File: src/hw/pie_pkg.sv
// Constants, register map and carrier types of the interrupt controller.
// Operation
// - Master enable gates all delivery to core.
// - Enable-interrupt instruction sets master enable.
// - Return-from-interrupt instruction sets master enable.
// - Port C flags bits 3..0; 7..4 zero.
// - Group 0 high/low pair selects priority.
// - Group 1 uses same two-bit priority code.
// - Group 0 bit map; reserved low bits read zero.
// - Port C pin 0: both edges, lowest, 0036H.
`default_nettype none
package pie_pkg;
  // ==========================================================================
  // Register map
  localparam logic [11:0] GROUP0_FLAGS_OFS = 12'hFC0;
  localparam logic [11:0] GROUP0_EN_HIGH_OFS = 12'hFC1;
  localparam logic [11:0] GROUP0_EN_LOW_OFS = 12'hFC2;
  localparam logic [11:0] GROUP1_FLAGS_OFS = 12'hFC3;
  localparam logic [11:0] GROUP1_EN_HIGH_OFS = 12'hFC4;
  localparam logic [11:0] GROUP1_EN_LOW_OFS = 12'hFC5;
  localparam logic [11:0] PORTC_FLAGS_OFS = 12'hFC6;
  localparam logic [11:0] PORTC_EN_HIGH_OFS = 12'hFC7;
  localparam logic [11:0] PORTC_EN_LOW_OFS = 12'hFC8;
  localparam logic [11:0] INT_CONTROL_OFS = 12'hFCF;
  localparam logic [11:0] EVENT_STATUS_OFS = 12'hFD0;
  localparam logic [11:0] EVENT_MASK_OFS = 12'hFD1;
  // ==========================================================================
  // Field layouts and reset values
  localparam logic [7:0] REG_RESET = 8'h00;
  localparam logic [7:0] GROUP0_MASK = 8'h79;
  localparam logic [7:0] GROUP1_MASK = 8'hFF;
  localparam logic [7:0] PORTC_MASK = 8'h0F;
  localparam int MASTER_ENABLE_BIT = 7;
  localparam int EVT_TAKEN_BIT = 0;
  localparam int EVT_PORTC_EDGE_BIT = 1;
  localparam logic [7:0] EVENT_MASK_BITS = 8'h03;
  // ==========================================================================
  // Sources and vectors
  localparam int SRC_COUNT = 20;
  localparam int IDX_W = 5;
  localparam logic [15:0] VEC_BASE = 16'h0010;
  localparam logic [15:0] VEC_STEP = 16'h0002;
  localparam logic [15:0] VEC_PORTC_PIN0 = 16'h0036;
  localparam logic [15:0] VEC_RESERVED_NEXT = 16'h0038;
  // ==========================================================================
  // Priority codes
  typedef enum logic [1:0] {
    PRIO_OFF = 2'h0,
    PRIO_LOW = 2'h1,
    PRIO_NOMINAL = 2'h2,
    PRIO_HIGH = 2'h3
  } prio_t;
  // ==========================================================================
  // Carriers
  typedef struct packed {
    logic [11:0] addr;
    logic [7:0] wdata;
    logic wr;
    logic rd;
  } bus_req_t;
  typedef struct packed {
    logic req;
    prio_t level;
    logic [15:0] vector;
  } delivery_t;
endpackage : pie_pkg
`default_nettype wire

File: src/hw/find_highest.sv
// Finds the highest set bit of a request vector.
`timescale 1ns/10ps
`default_nettype none
module find_highest #(
  parameter int N = 20,
  parameter int W = 5
) (
  input wire logic [N-1:0] req_in, // Candidate requests
  output logic found_out, // Any bit set
  output logic [W-1:0] index_out // Highest set bit position
);
  always_comb begin
    found_out = 1'b0;
    index_out = '0;
    for (int i = 0; i < N; i++) begin
      if (req_in[i]) begin
        found_out = 1'b1;
        index_out = W'(i);
      end
    end
  end
endmodule : find_highest
`default_nettype wire

File: src/hw/prioritized_interrupt_enable.sv
// Vectored interrupt controller with two-bit per-source priority enables.
`timescale 1ns/10ps
`default_nettype none
module prioritized_interrupt_enable (
  input wire logic clock_in, // System clock, 250 MHz
  input wire logic srst_in, // Synchronous reset, active high
  input wire pie_pkg::bus_req_t bus_in, // Register access request
  output logic [7:0] rd_data_out, // Read data, cycle after read
  input wire logic [7:0] group0_src_in, // Group 0 request pulses
  input wire logic [7:0] group1_src_in, // Group 1 request pulses
  input wire logic [3:0] portc_pins_in, // Port C pins, asynchronous
  input wire logic enable_int_instr_in, // Core executed enable-interrupt
  input wire logic return_from_int_instr_in, // Core executed return
  input wire logic disable_int_instr_in, // Core executed disable
  input wire logic core_ack_in, // Core takes offered interrupt
  output pie_pkg::delivery_t delivery_out, // Offered request to core
  output logic int_out // Event interrupt, level
);
  // ==========================================================================
  // State
  logic [7:0] g0_flags_q, g0_en_hi_q, g0_en_lo_q;
  logic [7:0] g1_flags_q, g1_en_hi_q, g1_en_lo_q;
  logic [7:0] pc_flags_q, pc_en_hi_q, pc_en_lo_q;
  logic master_q;
  logic [7:0] evt_status_q, evt_mask_q;
  logic [7:0] rd_data_q;
  logic [3:0] pc_sync1_q, pc_sync2_q, pc_prev_q;
  logic req_q;
  logic [1:0] level_q;
  logic [15:0] vector_q;
  logic [pie_pkg::IDX_W-1:0] index_q;
  logic [3:0] pc_edge;
  logic taken;
  logic [pie_pkg::SRC_COUNT-1:0] clear_all, pend_all, hi_all, lo_all;
  logic [pie_pkg::SRC_COUNT-1:0] l3_req, l2_req, l1_req;
  logic found3, found2, found1, found_any;
  logic [pie_pkg::IDX_W-1:0] idx3, idx2, idx1, sel_idx;
  logic [1:0] sel_level;
  logic [15:0] sel_vector;
  logic wr_g0, wr_g1, wr_pc, wr_ctl, wr_evt;
  // ==========================================================================
  // Address decode
  assign wr_g0 = bus_in.wr && bus_in.addr == pie_pkg::GROUP0_FLAGS_OFS;
  assign wr_g1 = bus_in.wr && bus_in.addr == pie_pkg::GROUP1_FLAGS_OFS;
  assign wr_pc = bus_in.wr && bus_in.addr == pie_pkg::PORTC_FLAGS_OFS;
  assign wr_ctl = bus_in.wr && bus_in.addr == pie_pkg::INT_CONTROL_OFS;
  assign wr_evt = bus_in.wr && bus_in.addr == pie_pkg::EVENT_STATUS_OFS;
  // ==========================================================================
  // Port C pin synchroniser and edge detection on both edges.
  // The first stage may go metastable, so only the second stage is read.
  always_ff @(posedge clock_in) begin
    if (srst_in) begin
      pc_sync1_q <= 4'h0;
      pc_sync2_q <= 4'h0;
      pc_prev_q <= 4'h0;
    end else begin
      pc_sync1_q <= portc_pins_in;
      pc_sync2_q <= pc_sync1_q;
      pc_prev_q <= pc_sync2_q;
    end
  end
  assign pc_edge = pc_sync2_q ^ pc_prev_q;
  // ==========================================================================
  // Flag clearing for the source the core takes.
  assign taken = core_ack_in && req_q;
  assign clear_all = taken ? (pie_pkg::SRC_COUNT'(1) << index_q) : '0;
  // Hardware sets win over software writes and the acknowledge clear.
  // Only the flag offered together with the request is cleared by a take.
  always_ff @(posedge clock_in) begin
    if (srst_in) begin
      g0_flags_q <= pie_pkg::REG_RESET;
      g1_flags_q <= pie_pkg::REG_RESET;
      pc_flags_q <= pie_pkg::REG_RESET;
    end else begin
      g0_flags_q <= (((wr_g0 ? bus_in.wdata : g0_flags_q) & ~clear_all[19:12])
        | group0_src_in) & pie_pkg::GROUP0_MASK;
      g1_flags_q <= (((wr_g1 ? bus_in.wdata : g1_flags_q) & ~clear_all[11:4])
        | group1_src_in) & pie_pkg::GROUP1_MASK;
      pc_flags_q <= (((wr_pc ? bus_in.wdata : pc_flags_q)
        & ~{4'h0, clear_all[3:0]}) | {4'h0, pc_edge}) & pie_pkg::PORTC_MASK;
    end
  end
  // ==========================================================================
  // Priority enable registers.
  always_ff @(posedge clock_in) begin
    if (srst_in) begin
      g0_en_hi_q <= pie_pkg::REG_RESET;
      g0_en_lo_q <= pie_pkg::REG_RESET;
      g1_en_hi_q <= pie_pkg::REG_RESET;
      g1_en_lo_q <= pie_pkg::REG_RESET;
      pc_en_hi_q <= pie_pkg::REG_RESET;
      pc_en_lo_q <= pie_pkg::REG_RESET;
    end else if (bus_in.wr) begin
      unique case (bus_in.addr)
        pie_pkg::GROUP0_EN_HIGH_OFS: g0_en_hi_q <= bus_in.wdata;
        pie_pkg::GROUP0_EN_LOW_OFS: begin
          g0_en_lo_q <= bus_in.wdata & pie_pkg::GROUP0_MASK;
        end
        pie_pkg::GROUP1_EN_HIGH_OFS: g1_en_hi_q <= bus_in.wdata;
        pie_pkg::GROUP1_EN_LOW_OFS: g1_en_lo_q <= bus_in.wdata;
        pie_pkg::PORTC_EN_HIGH_OFS: begin
          pc_en_hi_q <= bus_in.wdata & pie_pkg::PORTC_MASK;
        end
        pie_pkg::PORTC_EN_LOW_OFS: begin
          pc_en_lo_q <= bus_in.wdata & pie_pkg::PORTC_MASK;
        end
        default: ;
      endcase
    end
  end
  // ==========================================================================
  // Master enable: enable and return instructions set it, the disable instruction and taking an interrupt clear it.
  // An enable or return instruction in the cycle of a take leaves the enable set.
  always_ff @(posedge clock_in) begin
    if (srst_in) begin
      master_q <= 1'b0;
    end else if (enable_int_instr_in || return_from_int_instr_in) begin
      master_q <= 1'b1;
    end else if (disable_int_instr_in || taken) begin
      master_q <= 1'b0;
    end else if (wr_ctl) begin
      master_q <= bus_in.wdata[pie_pkg::MASTER_ENABLE_BIT];
    end
  end
  // ==========================================================================
  // Priority selection. Bit 19 is group 0 bit 7, bit 0 is port C pin 0,
  // so a higher bit position means an earlier vector.
  assign pend_all = {g0_flags_q, g1_flags_q, pc_flags_q[3:0]};
  assign hi_all = {g0_en_hi_q & pie_pkg::GROUP0_MASK, g1_en_hi_q,
    pc_en_hi_q[3:0]};
  assign lo_all = {g0_en_lo_q, g1_en_lo_q, pc_en_lo_q[3:0]};
  assign l3_req = pend_all & hi_all & lo_all;
  assign l2_req = pend_all & hi_all & ~lo_all;
  assign l1_req = pend_all & ~hi_all & lo_all;
  find_highest #(.N(pie_pkg::SRC_COUNT), .W(pie_pkg::IDX_W)) u_level3 (
    .req_in(l3_req),
    .found_out(found3),
    .index_out(idx3)
  );
  find_highest #(.N(pie_pkg::SRC_COUNT), .W(pie_pkg::IDX_W)) u_level2 (
    .req_in(l2_req),
    .found_out(found2),
    .index_out(idx2)
  );
  find_highest #(.N(pie_pkg::SRC_COUNT), .W(pie_pkg::IDX_W)) u_level1 (
    .req_in(l1_req),
    .found_out(found1),
    .index_out(idx1)
  );
  always_comb begin
    sel_idx = idx1;
    sel_level = pie_pkg::PRIO_LOW;
    if (found3) begin
      sel_idx = idx3;
      sel_level = pie_pkg::PRIO_HIGH;
    end else if (found2) begin
      sel_idx = idx2;
      sel_level = pie_pkg::PRIO_NOMINAL;
    end
  end
  assign found_any = found3 || found2 || found1;
  assign sel_vector = pie_pkg::VEC_BASE + pie_pkg::VEC_STEP
    * (16'(pie_pkg::SRC_COUNT - 1) - 16'(sel_idx));
  // ==========================================================================
  // Offer to the core.
  // The offer drops in the cycle after a take, so no second take can land
  // on a source that is already being served.
  always_ff @(posedge clock_in) begin
    if (srst_in) begin
      req_q <= 1'b0;
      level_q <= pie_pkg::PRIO_OFF;
      vector_q <= 16'h0000;
      index_q <= '0;
    end else begin
      req_q <= master_q && found_any && !taken;
      level_q <= found_any ? sel_level : pie_pkg::PRIO_OFF;
      vector_q <= found_any ? sel_vector : 16'h0000;
      index_q <= sel_idx;
    end
  end
  assign delivery_out.req = req_q;
  assign delivery_out.level = pie_pkg::prio_t'(level_q);
  assign delivery_out.vector = vector_q;
  // ==========================================================================
  // Event status, written one to clear, and mask.
  // A new event in the cycle of its clear keeps the bit set.
  always_ff @(posedge clock_in) begin
    if (srst_in) begin
      evt_status_q <= pie_pkg::REG_RESET;
      evt_mask_q <= pie_pkg::REG_RESET;
    end else begin
      evt_status_q[pie_pkg::EVT_TAKEN_BIT] <= taken
        || (evt_status_q[pie_pkg::EVT_TAKEN_BIT]
        && !(wr_evt && bus_in.wdata[pie_pkg::EVT_TAKEN_BIT]));
      evt_status_q[pie_pkg::EVT_PORTC_EDGE_BIT] <= (|pc_edge)
        || (evt_status_q[pie_pkg::EVT_PORTC_EDGE_BIT]
        && !(wr_evt && bus_in.wdata[pie_pkg::EVT_PORTC_EDGE_BIT]));
      evt_status_q[7:2] <= 6'h00;
      if (bus_in.wr && bus_in.addr == pie_pkg::EVENT_MASK_OFS) begin
        evt_mask_q <= bus_in.wdata & pie_pkg::EVENT_MASK_BITS;
      end
    end
  end
  assign int_out = |(evt_status_q & evt_mask_q);
  // ==========================================================================
  // Read port: data stand only in the cycle after the strobe.
  // Reads have no side effect on any flag.
  always_ff @(posedge clock_in) begin
    if (srst_in) begin
      rd_data_q <= 8'h00;
    end else if (!bus_in.rd) begin
      rd_data_q <= 8'h00;
    end else begin
      unique case (bus_in.addr)
        pie_pkg::GROUP0_FLAGS_OFS: rd_data_q <= g0_flags_q;
        pie_pkg::GROUP0_EN_HIGH_OFS: rd_data_q <= g0_en_hi_q;
        pie_pkg::GROUP0_EN_LOW_OFS: rd_data_q <= g0_en_lo_q;
        pie_pkg::GROUP1_FLAGS_OFS: rd_data_q <= g1_flags_q;
        pie_pkg::GROUP1_EN_HIGH_OFS: rd_data_q <= g1_en_hi_q;
        pie_pkg::GROUP1_EN_LOW_OFS: rd_data_q <= g1_en_lo_q;
        pie_pkg::PORTC_FLAGS_OFS: rd_data_q <= pc_flags_q;
        pie_pkg::PORTC_EN_HIGH_OFS: rd_data_q <= pc_en_hi_q;
        pie_pkg::PORTC_EN_LOW_OFS: rd_data_q <= pc_en_lo_q;
        pie_pkg::INT_CONTROL_OFS: rd_data_q <= {master_q, 7'h00};
        pie_pkg::EVENT_STATUS_OFS: rd_data_q <= evt_status_q;
        pie_pkg::EVENT_MASK_OFS: rd_data_q <= evt_mask_q;
        default: rd_data_q <= 8'h00;
      endcase
    end
  end
  assign rd_data_out = rd_data_q;
endmodule : prioritized_interrupt_enable
`default_nettype wire
File: config.mk
export PLATFORM = sky130hd
export DESIGN_NAME = prioritized_interrupt_enable
export DESIGN_NICKNAME = d
export VERILOG_FILES = /design/src/hw/pie_pkg.sv /design/src/hw/find_highest.sv /design/src/hw/prioritized_interrupt_enable.sv
export SDC_FILE = /design/constraint.sdc
export NUM_CORES = 1
export LEC_CHECK = 0
export BUFFER_PORTS_ARGS = -buffer_cell sky130_fd_sc_hd__buf_2
export CAP_MARGIN = 20
export CORE_MARGIN = 2
export CORE_UTILIZATION = 50
export DETAILED_ROUTE_END_ITERATION = 10
export GPL_ROUTABILITY_DRIVEN = 0
export PLACE_DENSITY_LB_ADDON = 0.08
export SYNTH_ARGS = -nofsm -noshare
export SYNTH_HDL_FRONTEND = slang
export SYNTH_SLANG_ARGS = --single-unit
File: constraint.sdc
create_clock -name clock_in -period 5.7 [get_ports clock_in]
set_input_delay 1.14 -clock clock_in [delete_from_list [all_inputs] [get_ports clock_in]]
set_output_delay 1.14 -clock clock_in [all_outputs]
set_load 0.03 [all_outputs]
==> metrics.csv, run 1 <==
stage,metric,value,unit
cells_and_area,antenna fix cells,0,
clock_network,maximum buffer depth of the clock tree,2,
floorplanning,Initial Utilization,51.5,%
clock_network,Hold Buf Count CTS,0,
worst_hold_path,Hold Path Depth,1,
floorplanning,Core Box Area,0.00977,sq mm
grt,vias in the first global route,4672,
clock_network,# Post-CTS Setup Buffers,0,
grt,GR Overflow Total,0,
job,max-cap violation count,0,
sta,skew final,0.0107,ns
sta,endpoints failing setup,0,
route,WL per Instance,18.6,microns
floorplanning,Die Footprint,0.0109,sq mm
setup_path,CP Data Required Time,5.95,ns
yosys,Mapped Cells,599,
grt,largest net degree at the start of global routing,50,
cells_and_area,Nets,696,
sta,RSZ-0062 raised after global routing,false,
power_and_ir_drop,PwrDens,218,mW/mm^2
power_and_ir_drop,Switching Share,27.7,%
clock_network,Worst-Skew Late Latency,0.37,ns
power_and_ir_drop,part of the power in the clock network,35.9,%
route,Routed WL,14600,microns
sta,maximum clock rate,0.352,GHz
setup_path,reg2reg path depth,10,
sta,hold slack,0.451,ns
worst_hold_path,Worst Hold End,pc_sync2_q[0]$_SDFF_PP0_,
route,DRT antenna net count,0,
power_and_ir_drop,Comb power frac,7.2,%
grt,first-pass GRT wire length,23600,microns
sta,sum of negative setup slack,0,ns
yosys,"EDFF count, synth",0,
power_and_ir_drop,Int Power,875,uW
power_and_ir_drop,NetSw,336,uW
sta,part of the cycle the worst path needs,49.9,%
yosys,Synth Warn #,0,
setup_path,crit-path max FO,9,
sta,Slew HR,39.1,%
yosys,ys async rst share,0,%
power_and_ir_drop,Leak Pwr,2.28,nW
cells_and_area,Area Overhead vs Synth,10.6,%
worst_hold_path,hold_sp,pc_sync1_q[0]$_SDFF_PP0_,
grt,initial antenna violation count,0,
route,first-pass detailed-route iteration total,5,
clock_network,clk sink count,94,
sta,min Tclk post-route,2.84,ns
yosys,post-synthesis sequential area ratio,37.4,%
sta,Slew @ Worst Pin,0.913,ns
run_status,outcome,"finished, final reports clean",
clock_network,CTS Buf Count,9,
sta,Final Hold Vio Count,0,
clock_network,H-Tree Depth,3,
floorplanning,Die H,104,microns
yosys,Cell variety after synth,74,
setup_path,CP Launch Type,primary input,
floorplanning,chip width,104,microns
yosys,syn_area_per_cell,8.40,sq um
setup_path,Worst R2R End,vector_q[5]$_SDFF_PP0_,
clock_network,CTS Root Buffer Type,clkbuf_8,
clock_network,post-CTS sizing,0,
yosys,ys flop type,dfxtp_1,
floorplanning,num rows,36,
route,DRT iter0 DRCs,556,
placed_design,PortBufs,71,
power_and_ir_drop,Flop pwr share,56.9,%
setup_path,crit path kind,primary input to flip-flop,
setup_path,Worst Path Arrival,3.10,ns
setup_path,RR Startpoint,g1_en_lo_q[2]$_SDFFE_PP0P_,
yosys,synthesized area,0.00503,sq mm
power_and_ir_drop,power after layout,1.21,mW
cells_and_area,layout cell share with drive strength beyond 1,20.9,%
floorplanning,# IOs,76,
grt,overall global routing resource usage,27.1,%
route,vias per cell,6.14,
worst_hold_path,HP Class,flip-flop to flip-flop,
route,via count,4813,
yosys,Yosys reg bits,94,
sta,Pins Over Slew Limit,0,
power_and_ir_drop,Peak VDD IR,0.000138,V
clock_network,Worst-path clk slew,0.11,ns
setup_path,FF-to-FF setup slack,3.05,ns
route,# DRC,0,
setup_path,crit end category,flip-flop,
placed_design,dpl hpwl,10600,microns
clock_network,TritonCTS clock tree,done,
-- cell type report --
type,count,area (sq um)
Clock buffer,9,124
Tap cell,133,166
Timing Repair Buffer,75,385
Fill cell,968,4210
Clock inverter,7,68.8
Multi-Input combinational cell,461,2920
Sequential cell,94,1880
Inverter,5,18.8
-- power groups by stage --
| stage | logic (mW) | clock network [mW] | registers (mW) |
|---|---|---|---|
| finish | 0.0868 | 0.435 | 0.690 |
| global route | 0.0950 | 0.466 | 0.692 |
| CTS | 0.0865 | 0.445 | 0.689 |
| detailed placement | 0.0859 | 0 | 0.704 |
| global placement | 0.0845 | 0 | 0.703 |
| floorplan | 0.0582 | 0 | 0.697 |
-- registers in the layout (all words and copies together), names as in the netlist, 4 cells and up --
signal / count
index_q: 5
pc_flags_q: 4
rd_data_out: 8
pc_prev_q: 4
pc_en_hi_q: 4
pc_en_lo_q: 4
g0_flags_q: 5
vector_q: 7
g1_flags_q: 8
g0_en_lo_q: 5
g1_en_lo_q: 8
g1_en_hi_q: 8
pc_sync1_q: 4
pc_sync2_q: 4
g0_en_hi_q: 8
-- layer usage --
| layer | share of wire [%] | up-vias | GRT usage, % |
|---|---|---|---|
| li1 | - | 2273 | - |
| met1 | 42 | 2254 | 36.0 |
| met2 | 46 | 244 | 42.9 |
| met3 | 9.0 | 42 | 5.26 |
| met4 | 3.1 | 0 | 11.4 |
| met5 | 0 | - | 0 |
-- layout by cell type (no fill, tap or decap), drive strengths merged, types with 3 or more instances in the layout --
master / n
a21oi: 64
a221oi: 5
a222oi: 3
a22oi: 16
a31o: 6
a31oi: 8
and2: 4
and3: 10
and3b: 7
and4: 5
buf: 75
clkbuf: 9
clkinv: 3
dfxtp: 94
inv: 8
mux2: 8
mux2i: 18
nand2: 73
nand3: 53
nand3b: 28
nand4: 11
nor2: 46
nor2b: 19
nor3: 7
nor3b: 4
o211a: 3
o21ai: 10
o21ba: 9
xnor2: 5
-- through the flow --
| stage | cells | setup slack, ns | utilization [%] | instance area (sq um) |
|---|---|---|---|---|
| finish | 784 | 2.86 | 57.0 | 5570 |
| global route | 784 | 2.71 | 57.0 | 5570 |
| CTS | 784 | 2.92 | 57.0 | 5570 |
| detailed placement | 768 | 2.56 | 55.0 | 5370 |
| global placement | 768 | 2.59 | 55.0 | 5370 |
| floorplan | 600 | 3.05 | - | 5040 |
-- worst max-delay path by stage --
stage / start / end / cells past startpoint
floorplan: bus_in[21] / g0_flags_q[0]$_SDFF_PP0_ / 8
global placement: bus_in[15] / g1_flags_q[2]$_SDFF_PP0_ / 8
detailed placement: bus_in[15] / g1_flags_q[2]$_SDFF_PP0_ / 8
CTS: bus_in[15] / g1_flags_q[2]$_SDFF_PP0_ / 8
global route: bus_in[19] / g1_flags_q[2]$_SDFF_PP0_ / 8
finish: bus_in[15] / g1_flags_q[1]$_SDFF_PP0_ / 8
-- synth_stat cells (3+ instances only) --
master	number	area share (%)
a221oi_1	5	0.87
nand3_1	51	5.1
mux2_2	8	1.8
a222oi_1	3	0.60
nand4_1	10	1.2
nand2_1	70	5.2
inv_1	5	0.37
and3_4	3	0.67
and3b_1	7	1.2
nand3b_1	28	4.2
o211a_1	3	0.60
nor3b_1	4	0.60
and2_1	3	0.37
o21ba_2	9	1.8
nor3_1	6	0.60
xnor2_1	5	0.87
nor2_1	45	3.4
a31oi_1	8	0.99
buf_4	11	1.6
nor2b_1	17	2.1
a31o_2	6	1.0
mux2i_1	18	3.6
a21oi_1	64	6.4
dfxtp_1	94	37
and3_1	6	0.75
clkbuf_1	22	1.6
and4_1	4	0.70
buf_2	4	0.40
a22oi_1	16	2.4
o21ai_0	10	0.99
-- worst max-delay path, cell delays in order --
cell	delay (ns)
buf_2	0.09
nand3b_1	0.18
nor3_2	0.33
and4_1	0.54
nand2_2	0.27
mux2_2	0.33
a21oi_1	0.15
nor2_1	0.06
-- cell families (layout without fill, tap and decap cells) --
kind of cell               Yosys count  in the layout  synth area share, %
AOI/OAI and AO/OA                  145            145                 19.1
xor gates and xnor gates             5              5                0.870
adders and majority gates            2              2                0.497
buffers and inverters               45             96                 4.62
DFF                                 94             94                 37.4
muxes                               28             28                 6.34
other                                1              2               0.0745
and+or+nand+nor                    279            279                 31.1
No activity file was read; power rests on OpenSTA's default activity.
==> run 2: changes to the inputs <==
==> constraint.sdc (replaced) <==
create_clock -name clock_in -period 3 [get_ports clock_in]
set_input_delay 0.6 -clock clock_in [delete_from_list [all_inputs] [get_ports clock_in]]
set_output_delay 0.6 -clock clock_in [all_outputs]
set_load 0.03 [all_outputs]
==> run 2 against run 1 <==
Sequential power increased by 90%. Die area stayed put. Clock power rose by 130%. Global-route usage hardly changed. Cell area grew 2.0%. Via count grew 0.31%. Highest routed layer unchanged. Count of clock-buffer cells in the layout unchanged. Total power is 110% higher. First-iteration DRC count grew 7.6%. Critical path depth up 2. Register-to-register slack worse by 2.7 ns. Sequential share of layout area fell by 0.65 points.
==> metrics.csv, run 2 (synthesis gave the netlist of run 1 again) <==
stage,metric,value,unit
grt,largest net degree at the start of global routing,38,
floorplanning,num rows,36,
placed_design,dpl hpwl,11100,microns
floorplanning,chip width,104,microns
clock_network,# Post-CTS Setup Buffers,0,
route,# DRC,0,
grt,vias in the first global route,4432,
clock_network,TritonCTS clock tree,done,
route,Routed WL,14700,microns
clock_network,clk sink count,94,
route,Top Layer Used,met4,
route,Post-Route M1 WL,6680,microns
setup_path,CP peak stage delay,0.43,ns
floorplanning,Die H,104,microns
setup_path,Worst Path Arrival,2.86,ns
power_and_ir_drop,Int Power,1.90,mW
sta,endpoints failing setup,0,
clock_network,Worst-path clk slew,0.09,ns
sta,min Tclk post-route,2.60,ns
grt,overall global routing resource usage,27.1,%
clock_network,CTS Buf Count,9,
floorplanning,Initial Utilization,51.5,%
setup_path,CP Data Required Time,3.26,ns
grt,GR Overflow Total,0,
cells_and_area,Area Overhead vs Synth,12.8,%
clock_network,H-Tree Depth,3,
sta,sum of negative setup slack,0,ns
power_and_ir_drop,Switching Share,24.0,%
cells_and_area,"commonest cells after routing, fill and taps aside","dfxtp_1 (94), buf_2 (71), nand2_1 (70)",
job,max-cap violation count,0,
setup_path,CP max stage cell,dfxtp_1,
sta,Final Hold Vio Count,0,
sta,final setup margin,0.398,ns
floorplanning,Die Footprint,0.0109,sq mm
clock_network,post-CTS sizing,0,
route,DRT antenna net count,0,
cells_and_area,layout cell share with drive strength beyond 1,21.7,%
power_and_ir_drop,Leak Pwr,2.35,nW
setup_path,crit path kind,flip-flop to flip-flop,
setup_path,CP Cell Sequence,and3b_1 > nor4_2 > nand3_1 > nor3_1 > a21oi_1 > ha_1 > xnor2_1 > ha_1 > inv_1 > nor2_1,
grt,first-pass GRT wire length,23400,microns
clock_network,maximum buffer depth of the clock tree,2,
run_status,outcome,"finished, final reports clean",
floorplanning,Core Box Area,0.00977,sq mm
clock_network,CTS Root Buffer Type,clkbuf_8,
setup_path,CP Launch Type,flip-flop,
sta,maximum clock rate,0.384,GHz
power_and_ir_drop,part of the power in the clock network,40.8,%
grt,initial antenna violation count,0,
power_and_ir_drop,Peak VDD IR,0.000332,V
route,via count,4828,
power_and_ir_drop,Comb power frac,6.8,%
sta,Slew HR,53.6,%
cells_and_area,Nets,704,
route,met2 WL post-DR,6630,microns
route,WL per Instance,18.6,microns
placed_design,PortBufs,71,
setup_path,crit end category,flip-flop,
cells_and_area,"commonest non-fill, non-tap cell in the layout",dfxtp_1,
route,met3 wire len,1230,microns
route,DRT iter0 DRCs,598,
route,first-pass detailed-route iteration total,5,
power_and_ir_drop,Flop pwr share,52.3,%
setup_path,crit-path max FO,5,
sta,part of the cycle the worst path needs,86.7,%
placed_design,pre-CTS setup slack,0.443,ns
clock_network,Hold Buf Count CTS,0,
clock_network,Worst-Skew Late Latency,0.36,ns
sta,Slew @ Worst Pin,0.694,ns
power_and_ir_drop,NetSw,600,uW
route,vias per cell,6.10,
sta,skew final,0.00728,ns
power_and_ir_drop,PwrDens,441,mW/mm^2
cells_and_area,Post-Route Utilization,58.1,%
cells_and_area,antenna fix cells,0,
sta,RSZ-0062 raised after global routing,false,
worst_hold_path,HP Class,primary input to flip-flop,
setup_path,cell mode on critical path,ha_1,
floorplanning,# IOs,76,
sta,Pins Over Slew Limit,0,
## run 2: stage by stage
stage          hold slack (ns)  cells  total power [mW]  instance area (sq um)
2_1_floorplan            0.414    600              1.43                   5040
3_3_place_gp             0.419    776              1.50                   5430
3_5_place_dp             0.422    776              1.50                   5430
4_1_cts                  0.426    791              2.51                   5680
5_1_grt                  0.431    791              2.58                   5680
6_report                 0.436    791              2.50                   5680
## run 2: final cells by class
cell class | instances | area [sq um]
Clock buffer | 9 | 124
Clock inverter | 6 | 118
Fill cell | 938 | 4100
Inverter | 5 | 18.8
Multi-Input combinational cell | 461 | 2920
Sequential cell | 94 | 1880
Tap cell | 133 | 166
Timing Repair Buffer | 83 | 445
## run 2: power by group through the flow
stage               sequential (mW)  combinational [mW]  clock, mW
floorplan                      1.32               0.111          0
global placement               1.33               0.166          0
detailed placement             1.34               0.169          0
CTS                            1.31               0.169       1.03
global route                   1.31               0.186       1.08
finish                         1.31               0.171       1.02
## run 2: worst max-delay path: cells and delay by family (launching register included)
kind	cells	cell delay [ns]
flops	1	0.43
fa+ha+maj	2	0.50
xor+xnor	1	0.16
simple gates	5	1.13
buf+inv	1	0.05
compound gates	1	0.22
## run 2: final timing paths
check / from / endpoint / slack [ns] / cells past startpoint
hold reg to reg: pc_sync1_q[1]$_SDFF_PP0_ / pc_sync2_q[1]$_SDFF_PP0_ / 0.44 / 1
hold / removal: portc_pins_in[1] / pc_sync1_q[1]$_SDFF_PP0_ / 0.44 / 2
setup reg to reg: g1_en_lo_q[2]$_SDFFE_PP0P_ / vector_q[5]$_SDFF_PP0_ / 0.40 / 10
setup / recovery: g1_en_lo_q[2]$_SDFFE_PP0P_ / vector_q[5]$_SDFF_PP0_ / 0.40 / 10
## run 2: routing by layer
layer	vias up	global-route usage [%]
met5	-	0
met1	2288	39.3
met3	21	4.45
li1	2298	-
met2	221	42.5
met4	0	5.60
==> run 3: changes to the inputs <==
==> constraint.sdc (replaced) <==
create_clock -name clock_in -period 3 [get_ports clock_in]
set_input_delay 0.3 -clock clock_in [delete_from_list [all_inputs] [get_ports clock_in]]
set_output_delay 0.3 -clock clock_in [all_outputs]
set_load 0.03 [all_outputs]
==> run 3 against run 2 <==
Combinational power down 3%. Register-to-register slack improved by 0.04 ns. Clock power shrank 21%. Count of clock-buffer cells in the layout grew 3. Maximum frequency is 1.6% higher. Hold slack worse by 0.30 ns. Total power decreased by 8.8%.
==> metrics.csv, run 3 (synthesis gave the netlist of run 1 again) <==
stage,metric,value,unit
route,via count,4804,
clock_network,Hold Buf Count CTS,0,
clock_network,H-Tree Depth,3,
clock_network,maximum buffer depth of the clock tree,2,
cells_and_area,Area Overhead vs Synth,10.9,%
route,WL per Instance,18.8,microns
setup_path,CP Launch Type,flip-flop,
floorplanning,# IOs,76,
clock_network,clk sink count,94,
setup_path,CP Data Required Time,3.26,ns
sta,skew final,0.00932,ns
cells_and_area,antenna fix cells,0,
clock_network,TritonCTS clock tree,done,
grt,overall global routing resource usage,27.3,%
sta,RSZ-0062 raised after global routing,false,
route,DRT iter0 DRCs,477,
route,# DRC,0,
clock_network,# Post-CTS Setup Buffers,0,
worst_hold_path,hold_sp,portc_pins_in[2],
cells_and_area,layout cell share with drive strength beyond 1,21.1,%
setup_path,Worst R2R End,vector_q[5]$_SDFF_PP0_,
sta,sum of negative setup slack,0,ns
clock_network,Worst-path clk slew,0.09,ns
power_and_ir_drop,Switching Share,25.9,%
cells_and_area,Finished Layout Cells,787,
floorplanning,Die Footprint,0.0109,sq mm
power_and_ir_drop,Peak VDD IR,0.000350,V
cells_and_area,"commonest non-fill, non-tap cell in the layout",dfxtp_1,
sta,Slew HR,52.3,%
setup_path,FF-to-FF setup slack,0.44,ns
worst_hold_path,Worst Hold End,pc_sync1_q[2]$_SDFF_PP0_,
floorplanning,Die H,104,microns
worst_hold_path,Hold Path Depth,2,
worst_hold_path,HP Class,primary input to flip-flop,
grt,initial antenna violation count,0,
route,first-pass detailed-route iteration total,6,
cells_and_area,Nets,699,
grt,vias in the first global route,4427,
setup_path,crit end category,flip-flop,
floorplanning,Initial Utilization,51.5,%
clock_network,CTS Buf Count,9,
sta,endpoints failing setup,0,
grt,first-pass GRT wire length,23600,microns
clock_network,post-CTS sizing,0,
power_and_ir_drop,part of the power in the clock network,35.3,%
clock_network,Worst-Skew Late Latency,0.37,ns
placed_design,placed cell count,771,
power_and_ir_drop,Int Power,1.69,mW
setup_path,crit path kind,flip-flop to flip-flop,
sta,Final Hold Vio Count,0,
route,DRT antenna net count,0,
grt,GR Overflow Total,0,
route,vias per cell,6.10,
sta,maximum clock rate,0.390,GHz
floorplanning,chip width,104,microns
setup_path,crit-path max FO,5,
power_and_ir_drop,Flop pwr share,57.5,%
grt,largest net degree at the start of global routing,47,
cells_and_area,fillers,944,
sta,Pins Over Slew Limit,0,
setup_path,reg2reg path depth,10,
setup_path,Worst Path Arrival,2.82,ns
sta,Slew @ Worst Pin,0.714,ns
placed_design,PortBufs,71,
clock_network,CTS Root Buffer Type,clkbuf_8,
cells_and_area,"commonest cells after routing, fill and taps aside","dfxtp_1 (94), buf_2 (71), nand2_1 (70)",
sta,part of the cycle the worst path needs,85.4,%
floorplanning,Core Box Area,0.00977,sq mm
route,Routed WL,14800,microns
job,max-cap violation count,0,
sta,min Tclk post-route,2.56,ns
placed_design,dpl hpwl,10900,microns
power_and_ir_drop,NetSw,590,uW
floorplanning,num rows,36,
power_and_ir_drop,Comb power frac,7.3,%
setup_path,RR Startpoint,g1_en_lo_q[2]$_SDFFE_PP0P_,
power_and_ir_drop,PwrDens,409,mW/mm^2
power_and_ir_drop,Leak Pwr,2.30,nW
run_status,outcome,"finished, final reports clean",
run 3: cell count changes in the layout (fill, tap and decap cells not counted), sizes merged:
cell      before  now
buf           83   78
bufinv         3    0
clkbuf         9   12
clkinv         0    2
clkinvlp       1    0
run 3: worst max-delay path: stages, from the launching register on:
cell and delay [ns]:
dfxtp_1 0.42, and3b_1 0.25, nor4_2 0.39, nand3_1 0.18, nor3_1 0.26, a21oi_1 0.20
ha_1 0.26, xnor2_1 0.16, ha_1 0.24, inv_1 0.05, nor2_1 0.03
run 3: power groups by stage:
stage	logic, mW	clock network (mW)	registers, mW
final	0.166	0.804	1.31
after global routing	0.180	0.863	1.31
after CTS	0.165	0.806	1.31
after detailed placement	0.164	0	1.34
after global placement	0.161	0	1.34
after floorplan	0.111	0	1.32
run 3: area by class of cell:
cell class	count	area, sq um	share of cell area (%)
Multi-Input combinational cell	461	2920	52.4
Tap cell	133	166	2.98
Sequential cell	94	1880	33.7
Clock inverter	4	27.5	0.493
Inverter	5	18.8	0.336
Clock buffer	12	155	2.78
Timing Repair Buffer	78	408	7.31
run 3: worst max-delay path by stage:
stage                                    start                      to  slack, ns  cells past startpoint
finish              g1_en_lo_q[2]$_SDFFE_PP0P_  vector_q[5]$_SDFF_PP0_       0.44                     10
detailed placement  g1_en_lo_q[2]$_SDFFE_PP0P_  vector_q[5]$_SDFF_PP0_       0.49                     10
CTS                 g1_en_lo_q[2]$_SDFFE_PP0P_  vector_q[5]$_SDFF_PP0_       0.48                     10
global route        pc_en_lo_q[3]$_SDFFE_PP0P_  vector_q[5]$_SDFF_PP0_       0.18                     11
floorplan           g1_en_lo_q[2]$_SDFFE_PP0P_  vector_q[5]$_SDFF_PP0_       0.82                     10
global placement    g1_en_lo_q[2]$_SDFFE_PP0P_  vector_q[5]$_SDFF_PP0_       0.52                     10
run 3: stage by stage:
| step | util [%] | hold WS [ns] | power, mW | instance area (sq um) | setup WS, ns |
|---|---|---|---|---|---|
| floorplan | - | 0.414 | 1.43 | 5040 | 0.825 |
| global placement | 55.2 | 0.419 | 1.50 | 5400 | 0.520 |
| detailed placement | 55.2 | 0.427 | 1.50 | 5400 | 0.488 |
| CTS | 57.1 | 0.133 | 2.28 | 5580 | 0.478 |
| global route | 57.1 | 0.132 | 2.36 | 5580 | 0.185 |
| finish | 57.1 | 0.137 | 2.28 | 5580 | 0.439 |
run 3: metal layers:
layer | vias up | part of all wire (%) | track usage, % | wire length, microns
met3 | 24 | 12 | 5.95 | 1700
li1 | 2284 | - | - | -
met5 | - | 0 | 0 | 0
met1 | 2230 | 42 | 37.9 | 6160
met2 | 266 | 45 | 42.3 | 6670
met4 | 0 | 1.6 | 9.07 | 233
